$ cat src/hdl/sfr_consts.svh
// Constants of the serial flash read path: opcodes, phase lengths, array bounds.
// Included by the read path; holds definitions only.
`ifndef SFR_CONSTS_SVH
`define SFR_CONSTS_SVH

// Command opcodes
`define SFR_OP_READ 8'h03
`define SFR_OP_FAST_READ 8'h0b
`define SFR_OP_DUAL_OUT 8'h3b
`define SFR_OP_DUAL_IO 8'hbb
`define SFR_OP_QUAD_OUT 8'h6b
// Continuous read mode reset opcode, value chosen here
`define SFR_OP_MODE_RESET 8'hff

// Phase lengths in serial clocks, minus one for the terminal count
`define SFR_OP_LAST 5'h07
`define SFR_ADDR1_LAST 5'h17
`define SFR_ADDR2_LAST 5'h0b
`define SFR_MODE2_LAST 5'h03
`define SFR_DUMMY_LAST 5'h07
// Dual clocks after which an all-ones skip-mode address is a mode reset
`define SFR_RESET2_CLKS 5'h08

// Array bounds
`define SFR_ARRAY_LAST 24'h7fffff
`define SFR_ARRAY_FIRST 24'h000000

// Opcode-skip field of the mode byte and the value that arms it
`define SFR_SKIP_MSB 5
`define SFR_SKIP_LSB 4
`define SFR_SKIP_ARM 2'h2
`define SFR_MODE_RST_VAL 8'h00

// Lane enables
`define SFR_OE_SINGLE 4'h2
`define SFR_OE_DUAL 4'h3
`define SFR_OE_QUAD 4'hf

// Synchroniser reset value: select high, clock and data low
`define SFR_SYNC_RST 6'h01

`endif

$ cat src/hdl/sfr_pkg.sv
// Types shared by the serial flash read path.
// Assumes nothing beyond a SystemVerilog compiler.
package sfr_pkg;

  typedef enum logic [2:0] {
    sfr_st_idle,
    sfr_st_op,
    sfr_st_addr,
    sfr_st_mode,
    sfr_st_dummy,
    sfr_st_data,
    sfr_st_ignore
  } sfr_state_t;

  typedef enum logic [1:0] {
    sfr_lanes_one,
    sfr_lanes_two,
    sfr_lanes_four
  } sfr_lanes_t;

endpackage

$ cat src/hdl/sfr_sync.sv
// Two flip-flop synchroniser for a group of unrelated asynchronous levels.
// Assumes each bit is a slow level or a clock far below clock_i.
`timescale 1ns/100ps

module sfr_sync #(
  parameter int W = 6,
  parameter logic [W-1:0] RST_VAL = '0
) (
  input wire logic clock_i,
  input wire logic rst_i,
  input wire logic [W-1:0] async_i,
  output logic [W-1:0] sync_o
);

  logic [W-1:0] meta_r;
  logic [W-1:0] sync_r;

  genvar gi;
  generate
    for (gi = 0; gi < W; gi++) begin : g_bit
      always_ff @(posedge clock_i or posedge rst_i) begin
        if (rst_i) begin
          meta_r[gi] <= RST_VAL[gi];
          sync_r[gi] <= RST_VAL[gi];
        end else begin
          meta_r[gi] <= async_i[gi];
          sync_r[gi] <= meta_r[gi];
        end
      end
    end
  endgenerate

  assign sync_o = sync_r;

endmodule

$ cat src/hdl/sfr_read_path.sv
// Device-side read command path of a serial flash: decodes single, dual and
// quad read commands and streams array bytes onto the data lines.
// Assumes the array answers mem_addr_o with mem_data_i within a few clock_i
// cycles, and that the serial clock is far slower than clock_i.
`timescale 1ns/100ps
`include "sfr_consts.svh"

// Behaviour
// - Frame opens with read opcode 0Bh or 03h, then 24-bit address MSB first.
// - 0Bh read needs one dummy byte after address; 03h has none.
// - Single reads shift bytes MSB first on serial_out while clocked.
// - Address advances per byte and wraps 7FFFFFh to 000000h without delay.
// - Select rising ends the read and floats every driven data line.
// - Select may rise anywhere, mid-byte included, with no error.
// - Dual-output read: opcode 3Bh, address, dummy byte all on serial_in.
// - Dual data: high bit on serial_out, low on serial_in; four clocks per byte.
// - Dual-address read BBh: address two bits per clock, mode byte, then data.
// - Mode bits 5:4 equal 10 make next frame start directly with address.
// - Other mode bits 5:4 values restore full opcode decoding next frame.
// - Low nibble of the mode byte is ignored.
// - Mode reset command clears all eight mode bits; opcodes required again.
// - Quad-output read 6Bh: opcode, address, dummy byte sampled on rising clock.
// - Quad data: four bits per clock, any start byte, address increments per byte.
// - Quad data: bits 7:4 then 3:0 on quad lines 3:0.
// - Opcode 8 clocks; dual address 12 clocks; dual mode byte 4 clocks.
module sfr_read_path (
  input wire logic clock_i,
  input wire logic rst_i,
  input wire logic select_n_i,
  input wire logic sclk_i,
  input wire logic [3:0] quad_data_lines_i,
  input wire logic [7:0] mem_data_i,
  output logic [3:0] quad_data_lines_o,
  output logic [3:0] quad_data_lines_oe_o,
  output logic [23:0] mem_addr_o,
  output logic [7:0] continuous_mode_bits_o,
  output logic read_active_o
);

  // Synchronised pins
  logic [5:0] pins_s;
  logic sel_n_s;
  logic sclk_s;
  logic [3:0] din_s;

  sfr_sync #(
    .W(6),
    .RST_VAL(`SFR_SYNC_RST)
  ) u_sync (
    .clock_i(clock_i),
    .rst_i(rst_i),
    .async_i({quad_data_lines_i, sclk_i, select_n_i}),
    .sync_o(pins_s)
  );

  assign sel_n_s = pins_s[0];
  assign sclk_s = pins_s[1];
  assign din_s = pins_s[5:2];

  // Edge detection on the synchronised copies only
  logic sclk_d_r;
  logic sel_n_d_r;
  logic sclk_rise;
  logic sclk_fall;
  logic frame_start;

  assign sclk_rise = sclk_s & ~sclk_d_r;
  assign sclk_fall = ~sclk_s & sclk_d_r;
  assign frame_start = sel_n_d_r & ~sel_n_s;

  always_ff @(posedge clock_i or posedge rst_i) begin
    if (rst_i) begin
      sclk_d_r <= 1'b0;
      sel_n_d_r <= 1'b1;
    end else begin
      sclk_d_r <= sclk_s;
      sel_n_d_r <= sel_n_s;
    end
  end

  // Command state
  sfr_pkg::sfr_state_t state_r, state_nxt;
  sfr_pkg::sfr_lanes_t lanes_r, lanes_nxt;
  logic [4:0] cnt_r, cnt_nxt;
  logic [7:0] op_r, op_nxt;
  logic [23:0] addr_r, addr_nxt;
  logic [7:0] mode_r, mode_nxt;
  logic [7:0] cmode_r, cmode_nxt;
  logic dual_addr_r, dual_addr_nxt;
  logic need_dummy_r, need_dummy_nxt;
  logic [7:0] byte_r, byte_nxt;
  logic [2:0] bitpos_r, bitpos_nxt;
  logic [23:0] mem_addr_r, mem_addr_nxt;
  logic [3:0] out_r, out_nxt;
  logic [3:0] oe_r, oe_nxt;
  logic active_r, active_nxt;

  // Scratch values of the combinational process
  logic [7:0] op_full;
  logic [23:0] addr_full;
  logic [7:0] mode_full;
  logic [7:0] src;

  function automatic logic [23:0] sfr_next_addr(input logic [23:0] a);
    if (a >= `SFR_ARRAY_LAST) begin
      sfr_next_addr = `SFR_ARRAY_FIRST;
    end else begin
      sfr_next_addr = a + 24'h000001;
    end
  endfunction

  always_comb begin
    op_full = {op_r[6:0], din_s[0]};
    addr_full = dual_addr_r ? {addr_r[21:0], din_s[1], din_s[0]}
                            : {addr_r[22:0], din_s[0]};
    mode_full = {mode_r[5:0], din_s[1], din_s[0]};
    src = (bitpos_r == 3'h0) ? mem_data_i : byte_r;

    state_nxt = state_r;
    lanes_nxt = lanes_r;
    cnt_nxt = cnt_r;
    op_nxt = op_r;
    addr_nxt = addr_r;
    mode_nxt = mode_r;
    cmode_nxt = cmode_r;
    dual_addr_nxt = dual_addr_r;
    need_dummy_nxt = need_dummy_r;
    byte_nxt = byte_r;
    bitpos_nxt = bitpos_r;
    mem_addr_nxt = mem_addr_r;
    out_nxt = out_r;
    oe_nxt = oe_r;
    active_nxt = active_r;

    if (sel_n_s) begin
      // Abort at any point; partial bytes are simply dropped
      state_nxt = sfr_pkg::sfr_st_idle;
      oe_nxt = 4'h0;
      out_nxt = 4'h0;
      active_nxt = 1'b0;
      cnt_nxt = 5'h00;
      // Skip-mode frame of all ones on both lines acts as the mode reset
      if (state_r == sfr_pkg::sfr_st_addr && dual_addr_r && cnt_r == `SFR_RESET2_CLKS &&
          addr_r[15:0] == 16'hffff) begin
        cmode_nxt = `SFR_MODE_RST_VAL;
      end
    end else if (frame_start) begin
      cnt_nxt = 5'h00;
      bitpos_nxt = 3'h0;
      addr_nxt = 24'h000000;
      active_nxt = 1'b1;
      if (cmode_r[`SFR_SKIP_MSB:`SFR_SKIP_LSB] == `SFR_SKIP_ARM) begin
        // Previous mode byte armed opcode skip
        state_nxt = sfr_pkg::sfr_st_addr;
        op_nxt = `SFR_OP_DUAL_IO;
        dual_addr_nxt = 1'b1;
        need_dummy_nxt = 1'b0;
        lanes_nxt = sfr_pkg::sfr_lanes_two;
      end else begin
        state_nxt = sfr_pkg::sfr_st_op;
        op_nxt = 8'h00;
      end
    end else begin
      unique case (state_r)
        sfr_pkg::sfr_st_idle: begin
          state_nxt = sfr_pkg::sfr_st_idle;
        end
        sfr_pkg::sfr_st_op: begin
          if (sclk_rise) begin
            op_nxt = op_full;
            cnt_nxt = cnt_r + 5'h01;
            if (cnt_r == `SFR_OP_LAST) begin
              cnt_nxt = 5'h00;
              state_nxt = sfr_pkg::sfr_st_addr;
              dual_addr_nxt = 1'b0;
              need_dummy_nxt = 1'b1;
              lanes_nxt = sfr_pkg::sfr_lanes_one;
              case (op_full)
                `SFR_OP_READ: begin
                  need_dummy_nxt = 1'b0;
                end
                `SFR_OP_FAST_READ: begin
                  need_dummy_nxt = 1'b1;
                end
                `SFR_OP_DUAL_OUT: begin
                  lanes_nxt = sfr_pkg::sfr_lanes_two;
                end
                `SFR_OP_QUAD_OUT: begin
                  lanes_nxt = sfr_pkg::sfr_lanes_four;
                end
                `SFR_OP_DUAL_IO: begin
                  dual_addr_nxt = 1'b1;
                  need_dummy_nxt = 1'b0;
                  lanes_nxt = sfr_pkg::sfr_lanes_two;
                end
                `SFR_OP_MODE_RESET: begin
                  cmode_nxt = `SFR_MODE_RST_VAL;
                  state_nxt = sfr_pkg::sfr_st_ignore;
                end
                default: begin
                  // Commands outside this path leave the lines floating
                  state_nxt = sfr_pkg::sfr_st_ignore;
                end
              endcase
            end
          end
        end
        sfr_pkg::sfr_st_addr: begin
          if (sclk_rise) begin
            addr_nxt = addr_full;
            cnt_nxt = cnt_r + 5'h01;
            if ((dual_addr_r && cnt_r == `SFR_ADDR2_LAST) ||
                (!dual_addr_r && cnt_r == `SFR_ADDR1_LAST)) begin
              cnt_nxt = 5'h00;
              // Array holds fewer bytes than 24 bits address
              mem_addr_nxt = addr_full & `SFR_ARRAY_LAST;
              if (dual_addr_r) begin
                state_nxt = sfr_pkg::sfr_st_mode;
              end else if (need_dummy_r) begin
                state_nxt = sfr_pkg::sfr_st_dummy;
              end else begin
                state_nxt = sfr_pkg::sfr_st_data;
              end
            end
          end
        end
        sfr_pkg::sfr_st_mode: begin
          if (sclk_rise) begin
            mode_nxt = mode_full;
            cnt_nxt = cnt_r + 5'h01;
            if (cnt_r == `SFR_MODE2_LAST) begin
              cnt_nxt = 5'h00;
              // Only bits 5:4 are ever tested later
              cmode_nxt = mode_full;
              state_nxt = sfr_pkg::sfr_st_data;
            end
          end
        end
        sfr_pkg::sfr_st_dummy: begin
          // Contents discarded, lines left floating
          if (sclk_rise) begin
            cnt_nxt = cnt_r + 5'h01;
            if (cnt_r == `SFR_DUMMY_LAST) begin
              cnt_nxt = 5'h00;
              state_nxt = sfr_pkg::sfr_st_data;
            end
          end
        end
        sfr_pkg::sfr_st_data: begin
          // Host has floated shared lines by now; drive on falling edge only
          if (sclk_fall) begin
            if (bitpos_r == 3'h0) begin
              mem_addr_nxt = sfr_next_addr(mem_addr_r);
            end
            unique case (lanes_r)
              sfr_pkg::sfr_lanes_one: begin
                out_nxt = {2'h0, src[7], 1'b0};
                oe_nxt = `SFR_OE_SINGLE;
                byte_nxt = {src[6:0], 1'b0};
                bitpos_nxt = bitpos_r + 3'h1;
              end
              sfr_pkg::sfr_lanes_two: begin
                out_nxt = {2'h0, src[7], src[6]};
                oe_nxt = `SFR_OE_DUAL;
                byte_nxt = {src[5:0], 2'h0};
                bitpos_nxt = bitpos_r + 3'h2;
              end
              sfr_pkg::sfr_lanes_four: begin
                out_nxt = src[7:4];
                oe_nxt = `SFR_OE_QUAD;
                byte_nxt = {src[3:0], 4'h0};
                bitpos_nxt = bitpos_r + 3'h4;
              end
              default: begin
                out_nxt = 4'h0;
                oe_nxt = 4'h0;
              end
            endcase
          end
        end
        sfr_pkg::sfr_st_ignore: begin
          state_nxt = sfr_pkg::sfr_st_ignore;
        end
      endcase
    end
  end

  always_ff @(posedge clock_i or posedge rst_i) begin
    if (rst_i) begin
      state_r <= sfr_pkg::sfr_st_idle;
      lanes_r <= sfr_pkg::sfr_lanes_one;
      cnt_r <= 5'h00;
      op_r <= 8'h00;
      addr_r <= 24'h000000;
      mode_r <= 8'h00;
      cmode_r <= `SFR_MODE_RST_VAL;
      dual_addr_r <= 1'b0;
      need_dummy_r <= 1'b0;
      byte_r <= 8'h00;
      bitpos_r <= 3'h0;
      mem_addr_r <= 24'h000000;
      out_r <= 4'h0;
      oe_r <= 4'h0;
      active_r <= 1'b0;
    end else begin
      state_r <= state_nxt;
      lanes_r <= lanes_nxt;
      cnt_r <= cnt_nxt;
      op_r <= op_nxt;
      addr_r <= addr_nxt;
      mode_r <= mode_nxt;
      cmode_r <= cmode_nxt;
      dual_addr_r <= dual_addr_nxt;
      need_dummy_r <= need_dummy_nxt;
      byte_r <= byte_nxt;
      bitpos_r <= bitpos_nxt;
      mem_addr_r <= mem_addr_nxt;
      out_r <= out_nxt;
      oe_r <= oe_nxt;
      active_r <= active_nxt;
    end
  end

  assign quad_data_lines_o = out_r;
  assign quad_data_lines_oe_o = oe_r;
  assign mem_addr_o = mem_addr_r;
  assign continuous_mode_bits_o = cmode_r;
  assign read_active_o = active_r;

endmodule

$ cat config.mk
export PLATFORM = sky130hd
export DESIGN_NAME = sfr_read_path
export DESIGN_NICKNAME = d
export VERILOG_FILES = /design/src/hdl/sfr_pkg.sv /design/src/hdl/sfr_sync.sv /design/src/hdl/sfr_read_path.sv
export VERILOG_INCLUDE_DIRS = /design/src /design/src/hdl
export SDC_FILE = /design/constraint.sdc
export NUM_CORES = 1
export LEC_CHECK = 0
export BUFFER_PORTS_ARGS = -buffer_cell sky130_fd_sc_hd__buf_2
export CAP_MARGIN = 40
export CORE_UTILIZATION = 50
export DETAILED_ROUTE_END_ITERATION = 8
export GPL_TIMING_DRIVEN = 0
export PLACE_DENSITY = 0.72
export SYNTH_ARGS = -nofsm -noshare
export SYNTH_HDL_FRONTEND = slang
export SYNTH_SLANG_ARGS = --single-unit
$ cat constraint.sdc
create_clock -name clock_i -period 4.9 [get_ports clock_i]
set_clock_uncertainty 0.2 [all_clocks]
set_input_delay 0.98 -clock clock_i [delete_from_list [all_inputs] [get_ports clock_i]]
set_output_delay 0.98 -clock clock_i [all_outputs]
set_load 0.02 [all_outputs]
==> results of run 1 <==
[worst reg2reg max path, stage by stage (launching register included)]
cell and delay, ns:
dfrtp_1 0.44, inv_1 0.08, ha_1 0.12, nor2b_1 0.11, clkbuf_1 0.45, and4b_1 0.34, o21a_2 0.22, buf_2 0.27
o21ai_0 0.12, o2bb2ai_1 0.13
[stage by stage]
stage / std cells / power (mW)
after floorplan: 603 / 1.098
after global placement: 800 / 1.144
after detailed placement: 801 / 1.155
after CTS: 817 / 1.889
after global routing: 817 / 1.950
final: 817 / 1.872
[placed cells by master (no fill, tap or decap), types with 16 or more instances in the layout]
| master | count |
|---|---|
| nand4_1 | 16 |
| nand2_1 | 53 |
| buf_2 | 64 |
| o21ai_0 | 24 |
| dfrtp_1 | 104 |
| a21oi_1 | 34 |
| o31ai_1 | 25 |
| nor2_1 | 39 |
| a22o_1 | 16 |
| inv_1 | 27 |
| nor3_1 | 21 |
| mux2i_1 | 25 |
| clkbuf_1 | 23 |
[cell type report]
class | instances | area [sq um] | share of cell area (%)
clock buffers | 11 | 242.7 | 3.623
flip-flops and latches | 107 | 2681 | 40.03
multi-input cells | 427 | 2933 | 43.78
clock inverters | 5 | 52.55 | 0.7845
inverters | 28 | 107.6 | 1.606
repair buffers | 55 | 297.8 | 4.445
plain buffers | 41 | 205.2 | 3.063
well taps | 143 | 178.9 | 2.671
[registers in the layout (all words and copies together), names as in the netlist]
signal / cells
state_r: 3
sclk_d_r: 1
quad_data_lines_oe_o: 3
mode_r: 6
op_r: 7
continuous_mode_bits_o: 8
mem_addr_o: 24
quad_data_lines_o: 4
u_sync.meta_r: 4
need_dummy_r: 1
addr_r: 22
byte_r: 7
u_sync.sync_o: 4
bitpos_r: 3
cnt_r: 5
lanes_r: 2
dual_addr_r: 1
sel_n_d_r: 1
read_active_o: 1
[logic make-up (layout without fill, tap and decap cells)]
| logic type | Yosys count | in the layout | share of synthesized area [%] |
|---|---|---|---|
| AO/OA/AOI/OAI | 185 | 185 | 22.98 |
| XOR/XNOR | 1 | 1 | 0.1479 |
| flip-flops | 107 | 107 | 45.26 |
| AND/OR/NAND/NOR | 195 | 195 | 17.59 |
| adder cells (fa/ha/maj) | 9 | 9 | 1.901 |
| buffers and inverters | 69 | 140 | 5.237 |
| multiplexers | 37 | 37 | 6.885 |
[synthesized netlist by cell type (5+ instances only)]
cell type	count	share of area, %
a211oi_1	5	0.63
a21o_1	8	1.0
a21oi_1	34	2.9
a22o_1	16	2.4
a2bb2oi_1	5	0.74
a31oi_1	5	0.53
and3_1	5	0.53
buf_2	10	0.84
clkbuf_1	22	1.4
dfrtp_1	104	44
ha_1	9	1.9
inv_1	28	1.8
mux2_2	6	1.1
mux2_4	6	1.5
mux2i_1	25	4.2
nand2_1	53	3.4
nand2b_1	6	0.63
nand3_1	14	1.2
nand4_1	16	1.7
nor2_1	39	2.5
nor3_1	21	1.8
nor4_1	5	0.53
o21ai_0	24	2.0
o21ai_1	5	0.42
o22ai_1	12	1.3
o31ai_1	25	3.2
o32a_1	12	2.0
[path summary, 6_finish.rpt]
check,startpoint,endpoint,slack (ns),cells past startpoint
setup / recovery,bitpos_r[1]$_DFFE_PP0P_,mem_addr_o[5]$_DFFE_PP0P_,2.29,9
hold / removal,u_sync.meta_r[2]$_DFF_PP0_,u_sync.sync_o[2]$_DFF_PP0_,0.15,0
setup reg to reg,bitpos_r[1]$_DFFE_PP0P_,mem_addr_o[5]$_DFFE_PP0P_,2.29,9
hold reg to reg,u_sync.meta_r[2]$_DFF_PP0_,u_sync.sync_o[2]$_DFF_PP0_,0.15,0
max in group asynchronous,rst_i,op_r[2]$_DFFE_PP0P_,3.30,3
min in group asynchronous,rst_i,quad_data_lines_o[3]$_DFFE_PP0P_,0.48,2
[power groups by stage]
| stage | logic (mW) | registers [mW] | clock network, mW |
|---|---|---|---|
| 5_1_grt | 0.210 | 0.959 | 0.781 |
| 3_3_place_gp | 0.177 | 0.968 | 0 |
| 4_1_cts | 0.187 | 0.952 | 0.749 |
| 6_report | 0.188 | 0.953 | 0.731 |
| 3_5_place_dp | 0.187 | 0.969 | 0 |
| 2_1_floorplan | 0.137 | 0.961 | 0 |
[per-layer routing]
layer | global-route usage (%) | vias up
met5 | 0 | -
met4 | 12.62 | 0
met3 | 2.898 | 25
met2 | 39.92 | 165
met1 | 33.24 | 2461
li1 | - | 2393
==> impl_metrics.ini, run 1 <==
[run_status]
outcome = completed

[route]
antenna_left = 0
num_vias = 5044
drt-met1-wl_um = 6605
highest_layer = met4
wl_met2_um = 6999
first_iter_violations = 339
avgViaCountPerCell = 6.174
drt-total-wl_um = 14720
drc = 0
drt_pre_antenna_iters = 4
met3WireLength_um = 723
wl_per_cell_um = 18.02

[power_and_ir_drop]
power_frac_comb_pct = 10.0
seqPwrFrac_pct = 50.9
ir_drop_mv = 0.1744
p_switching_mw = 0.4805
powerDensity_mw_per_mm2 = 279.4
power_switching_share_pct = 25.67
pwr-share-clk_pct = 39.1
power.leakage_nw = 2.902
intPower_mw = 1.391

[logic_synthesis]
ys_types = 70
yosysSeqAreaShare_pct = 45.26
synth_warnings = 0
synth_area_per_cell_sq_um = 9.825
synth_ff_type = dfrtp_1
async_reset_ff_share_pct = 100.0
synth-seq-cells = 107
syn-num-nets = 628
synth_edf_count = 0
netlist_instances = 603
synth_area_sq_mm = 0.005924

[timing]
fin_setup_tns_ns = 0
hold_slack_ns = 0.1487
final_hold_viol_count = 0
max_freq_mhz = 382.9
setup_viol = 0
min_period_ns = 2.612
slew_viol_final = 0
worst_slew_pin_slew_ns = 0.8123
relSlewSlack_pct = 45.35
rsz0062_at_grt = no
post-route-worst-setup-slack_ns = 2.288
min_period_over_period_pct = 53.30

[grt]
gr-total-overflow = 0
antenna_found_initial = 0
track_usage_pct = 24.84
first_global_vias = 4831
grt_max_degree = 69
grt_pass1_wl_um = 24470

[placement]
dpl.hpwl_um = 10660
dpl_worst_slack_ns = 2.299
dpl-instance-area_sq_mm = 0.006404
gp_congestion = 0.9125
io_buffers = 54

[setup_path]
path_class = register to register
cp-start-kind = register
worstPathRequired_ns = 4.92
worst_path_max_delay_cell = clkbuf_1
max_stage_delay_ns = 0.45
critPathMaxFanout = 10
cp.arrival_ns = 2.64
cp_top_family = buffers and inverters
critPathCaptureType = register
path_buf_inv = 3
cp_cell_sequence = inv_1 -> ha_1 -> nor2b_1 -> clkbuf_1 -> and4b_1 -> o21a_2 -> buf_2 -> o21ai_0 -> o2bb2ai_1

[floorplanning]
die_w_um = 110.9
fp.dieH_um = 110.9
rows = 39
coreArea_sq_mm = 0.01147
start_util_pct = 51.66
ios = 57
dieArea_sq_mm = 0.01229

[cts]
cts.path.max_buffers = 2
post-cts-setup-buffers = 0
cts_hold_buf = 0
cts-root-buf = clkbuf_16
path_clk_slew_ns = 0.07
cts_resized = 0
cts_buffers = 9
cts_tree = yes
htreeDepth = 3
cts.sinks = 107
clk_latency_ns = 0.35

[layout]
design_area_sq_mm = 0.006699
nFillCells = 991
final_core_util_pct = 58.42
layout.nets = 694
area_delta_synth_final_pct = 13.07
n_antenna_cell = 0
drive_gt1_share_pct = 17.36

[hold_path]
hp-class = register to register

[run]
cap_violations = 0
Power figures use the tool's default switching activity.
==> run 2, diff against run 1 <==
Clock period 4.9 ns to 2.72 ns, I/O delays scaled along.
==> run 2 against run 1 <==
Effect of this change:
- worst setup slack worse by 2.1 ns
- worst hold slack worse by 0.063 ns
- maximum frequency is 3.8% higher
- largest cell class unchanged
- largest power group unchanged
==> impl_metrics.ini, run 2 (synthesized netlist as in run 1, its figures left out) <==
[timing]
slew_viol_final = 0
final_hold_viol_count = 0
rsz0062_at_grt = no
min_period_ns = 2.516
min_period_over_period_pct = 92.50
fin_setup_tns_ns = 0
setup_viol = 0
relSlewSlack_pct = 49.83
worst_slew_pin_slew_ns = 0.7525
max_freq_mhz = 397.5

[grt]
track_usage_pct = 24.76
grt_pass1_wl_um = 24290
grt_max_degree = 41
antenna_found_initial = 0
gr-total-overflow = 0
first_global_vias = 4780

[cts]
cts-root-buf = clkbuf_16
cts_tree = yes
htreeDepth = 3
cts_buffers = 9
path_clk_slew_ns = 0.07
clk_latency_ns = 0.36
cts.sinks = 107
cts.path.max_buffers = 2

[layout]
largest_reg_flops = 24
n_antenna_cell = 0
drive_gt1_share_pct = 17.63
mostFrequentLayoutCells = dfrtp_1, buf_2, nand2_1, nor2_1, a21oi_1
layout.nets = 695
area_delta_synth_final_pct = 12.86
nFillCells = 985
final_common_cell = dfrtp_1

[power_and_ir_drop]
fin_total_pwr_mw = 3.257
powerDensity_mw_per_mm2 = 487.1
power.leakage_nw = 2.887
ir_drop_mv = 0.2954

[route]
drt_pre_antenna_iters = 5
drc = 0
antenna_left = 0
num_vias = 5053
wl_per_cell_um = 18.04
first_iter_violations = 277
drt-total-wl_um = 14750
avgViaCountPerCell = 6.177

[floorplanning]
start_util_pct = 51.66
rows = 39
die_w_um = 110.9
coreArea_sq_mm = 0.01147
ios = 57
dieArea_sq_mm = 0.01229
fp.dieH_um = 110.9

[setup_path]
path_class = register to register
cp_cell_sequence = buf_2 -> nand4bb_1 -> a2111oi_4 -> o21a_2 -> buf_2 -> o21ai_0 -> o2bb2ai_1
cpMostUsedCell = buf_2
rrSetupSlack_ns = 0.20
cp-start-kind = register
critPathCaptureType = register
max_stage_delay_ns = 0.49
worstPathRequired_ns = 2.74
cp.arrival_ns = 2.54
crit_start = cnt_r[3]$_DFFE_PP0P_
rr_startpoint = cnt_r[3]$_DFFE_PP0P_
worst_path_max_delay_cell = a2111oi_4
critPathMaxFanout = 10
cp_top_family = compound AO/OA/AOI/OAI gates
path_buf_inv = 2

[placement]
gp_congestion = 0.9514
io_buffers = 54
dpl.hpwl_um = 10680

[hold_path]
worstHoldStart = select_n_i
hp-class = input pin to register

[run_status]
outcome = completed

[run]
cap_violations = 0
-- run 2: changes by cell type in the layout (fill, tap and decap cells not counted), sizes merged --
cell	delta
buf	+1
bufinv	-1
inv	-1
clkinvlp	+2
-- run 2: worst reg2reg max path, delay by kind of cell (launching register included) --
family,cells,cell delay (ns)
DFF,1,0.35
AOI/OAI and AO/OA,4,1.07
buffers and inverters,2,0.44
and+or+nand+nor,1,0.34
-- run 2: worst paths after layout --
kind	depth (start not counted)	end
hold / removal	1	u_sync.meta_r[0]$_DFF_PP1_
setup reg to reg	7	mem_addr_o[5]$_DFFE_PP0P_
max in group asynchronous	4	op_r[2]$_DFFE_PP0P_
hold reg to reg	0	u_sync.sync_o[3]$_DFF_PP0_
min in group asynchronous	2	state_r[2]$_DFFE_PP0P_
setup / recovery	7	mem_addr_o[5]$_DFFE_PP0P_
-- run 2: final cells by class --
type	instances	area, sq um	share of cell area (%)
clock inverters	5	30.03	0.4491
repair buffers	56	310.3	4.641
multi-input cells	427	2938	43.94
flip-flops and latches	107	2681	40.10
well taps	143	178.9	2.676
plain buffers	41	206.4	3.088
clock buffers	11	232.7	3.481
inverters	28	108.9	1.628
-- run 2: routing by layer --
metal / global-route usage, % / up-vias / wire, um
li1: - / 2395 / -
met1: 33.12 / 2452 / 6542
met2: 40.00 / 178 / 7035
met3: 4.429 / 28 / 837
met4: 9.689 / 0 / 338
met5: 0 / - / 0
-- run 2: per-stage QoR --
stage | instances | hold WS, ns | area, sq um | util (%) | setup slack [ns]
after floorplan | 603 | 0.1312 | 5928 | - | 0.4184
after global placement | 800 | 0.1342 | 6377 | 55.61 | 0.01140
after detailed placement | 802 | 0.1355 | 6417 | 55.96 | 0.1257
after CTS | 818 | 0.06868 | 6680 | 58.25 | 0.1076
after global routing | 818 | 0.06810 | 6686 | 58.31 | 0.05694
final | 818 | 0.08599 | 6686 | 58.31 | 0.2041
-- run 2: report_power, final --
group	internal (mW)	switching (mW)
Combinational	0.122	0.217
Sequential	1.65	0.0660
Clock	0.617	0.584
Total	2.39	0.866
-- run 2: what timing repair did --
item                       in CTS  in global routing
gates resized for setup         0                  3
buffers inserted                0                  0
hold buffers                    0                  0
setup endpoints to repair       0                  6
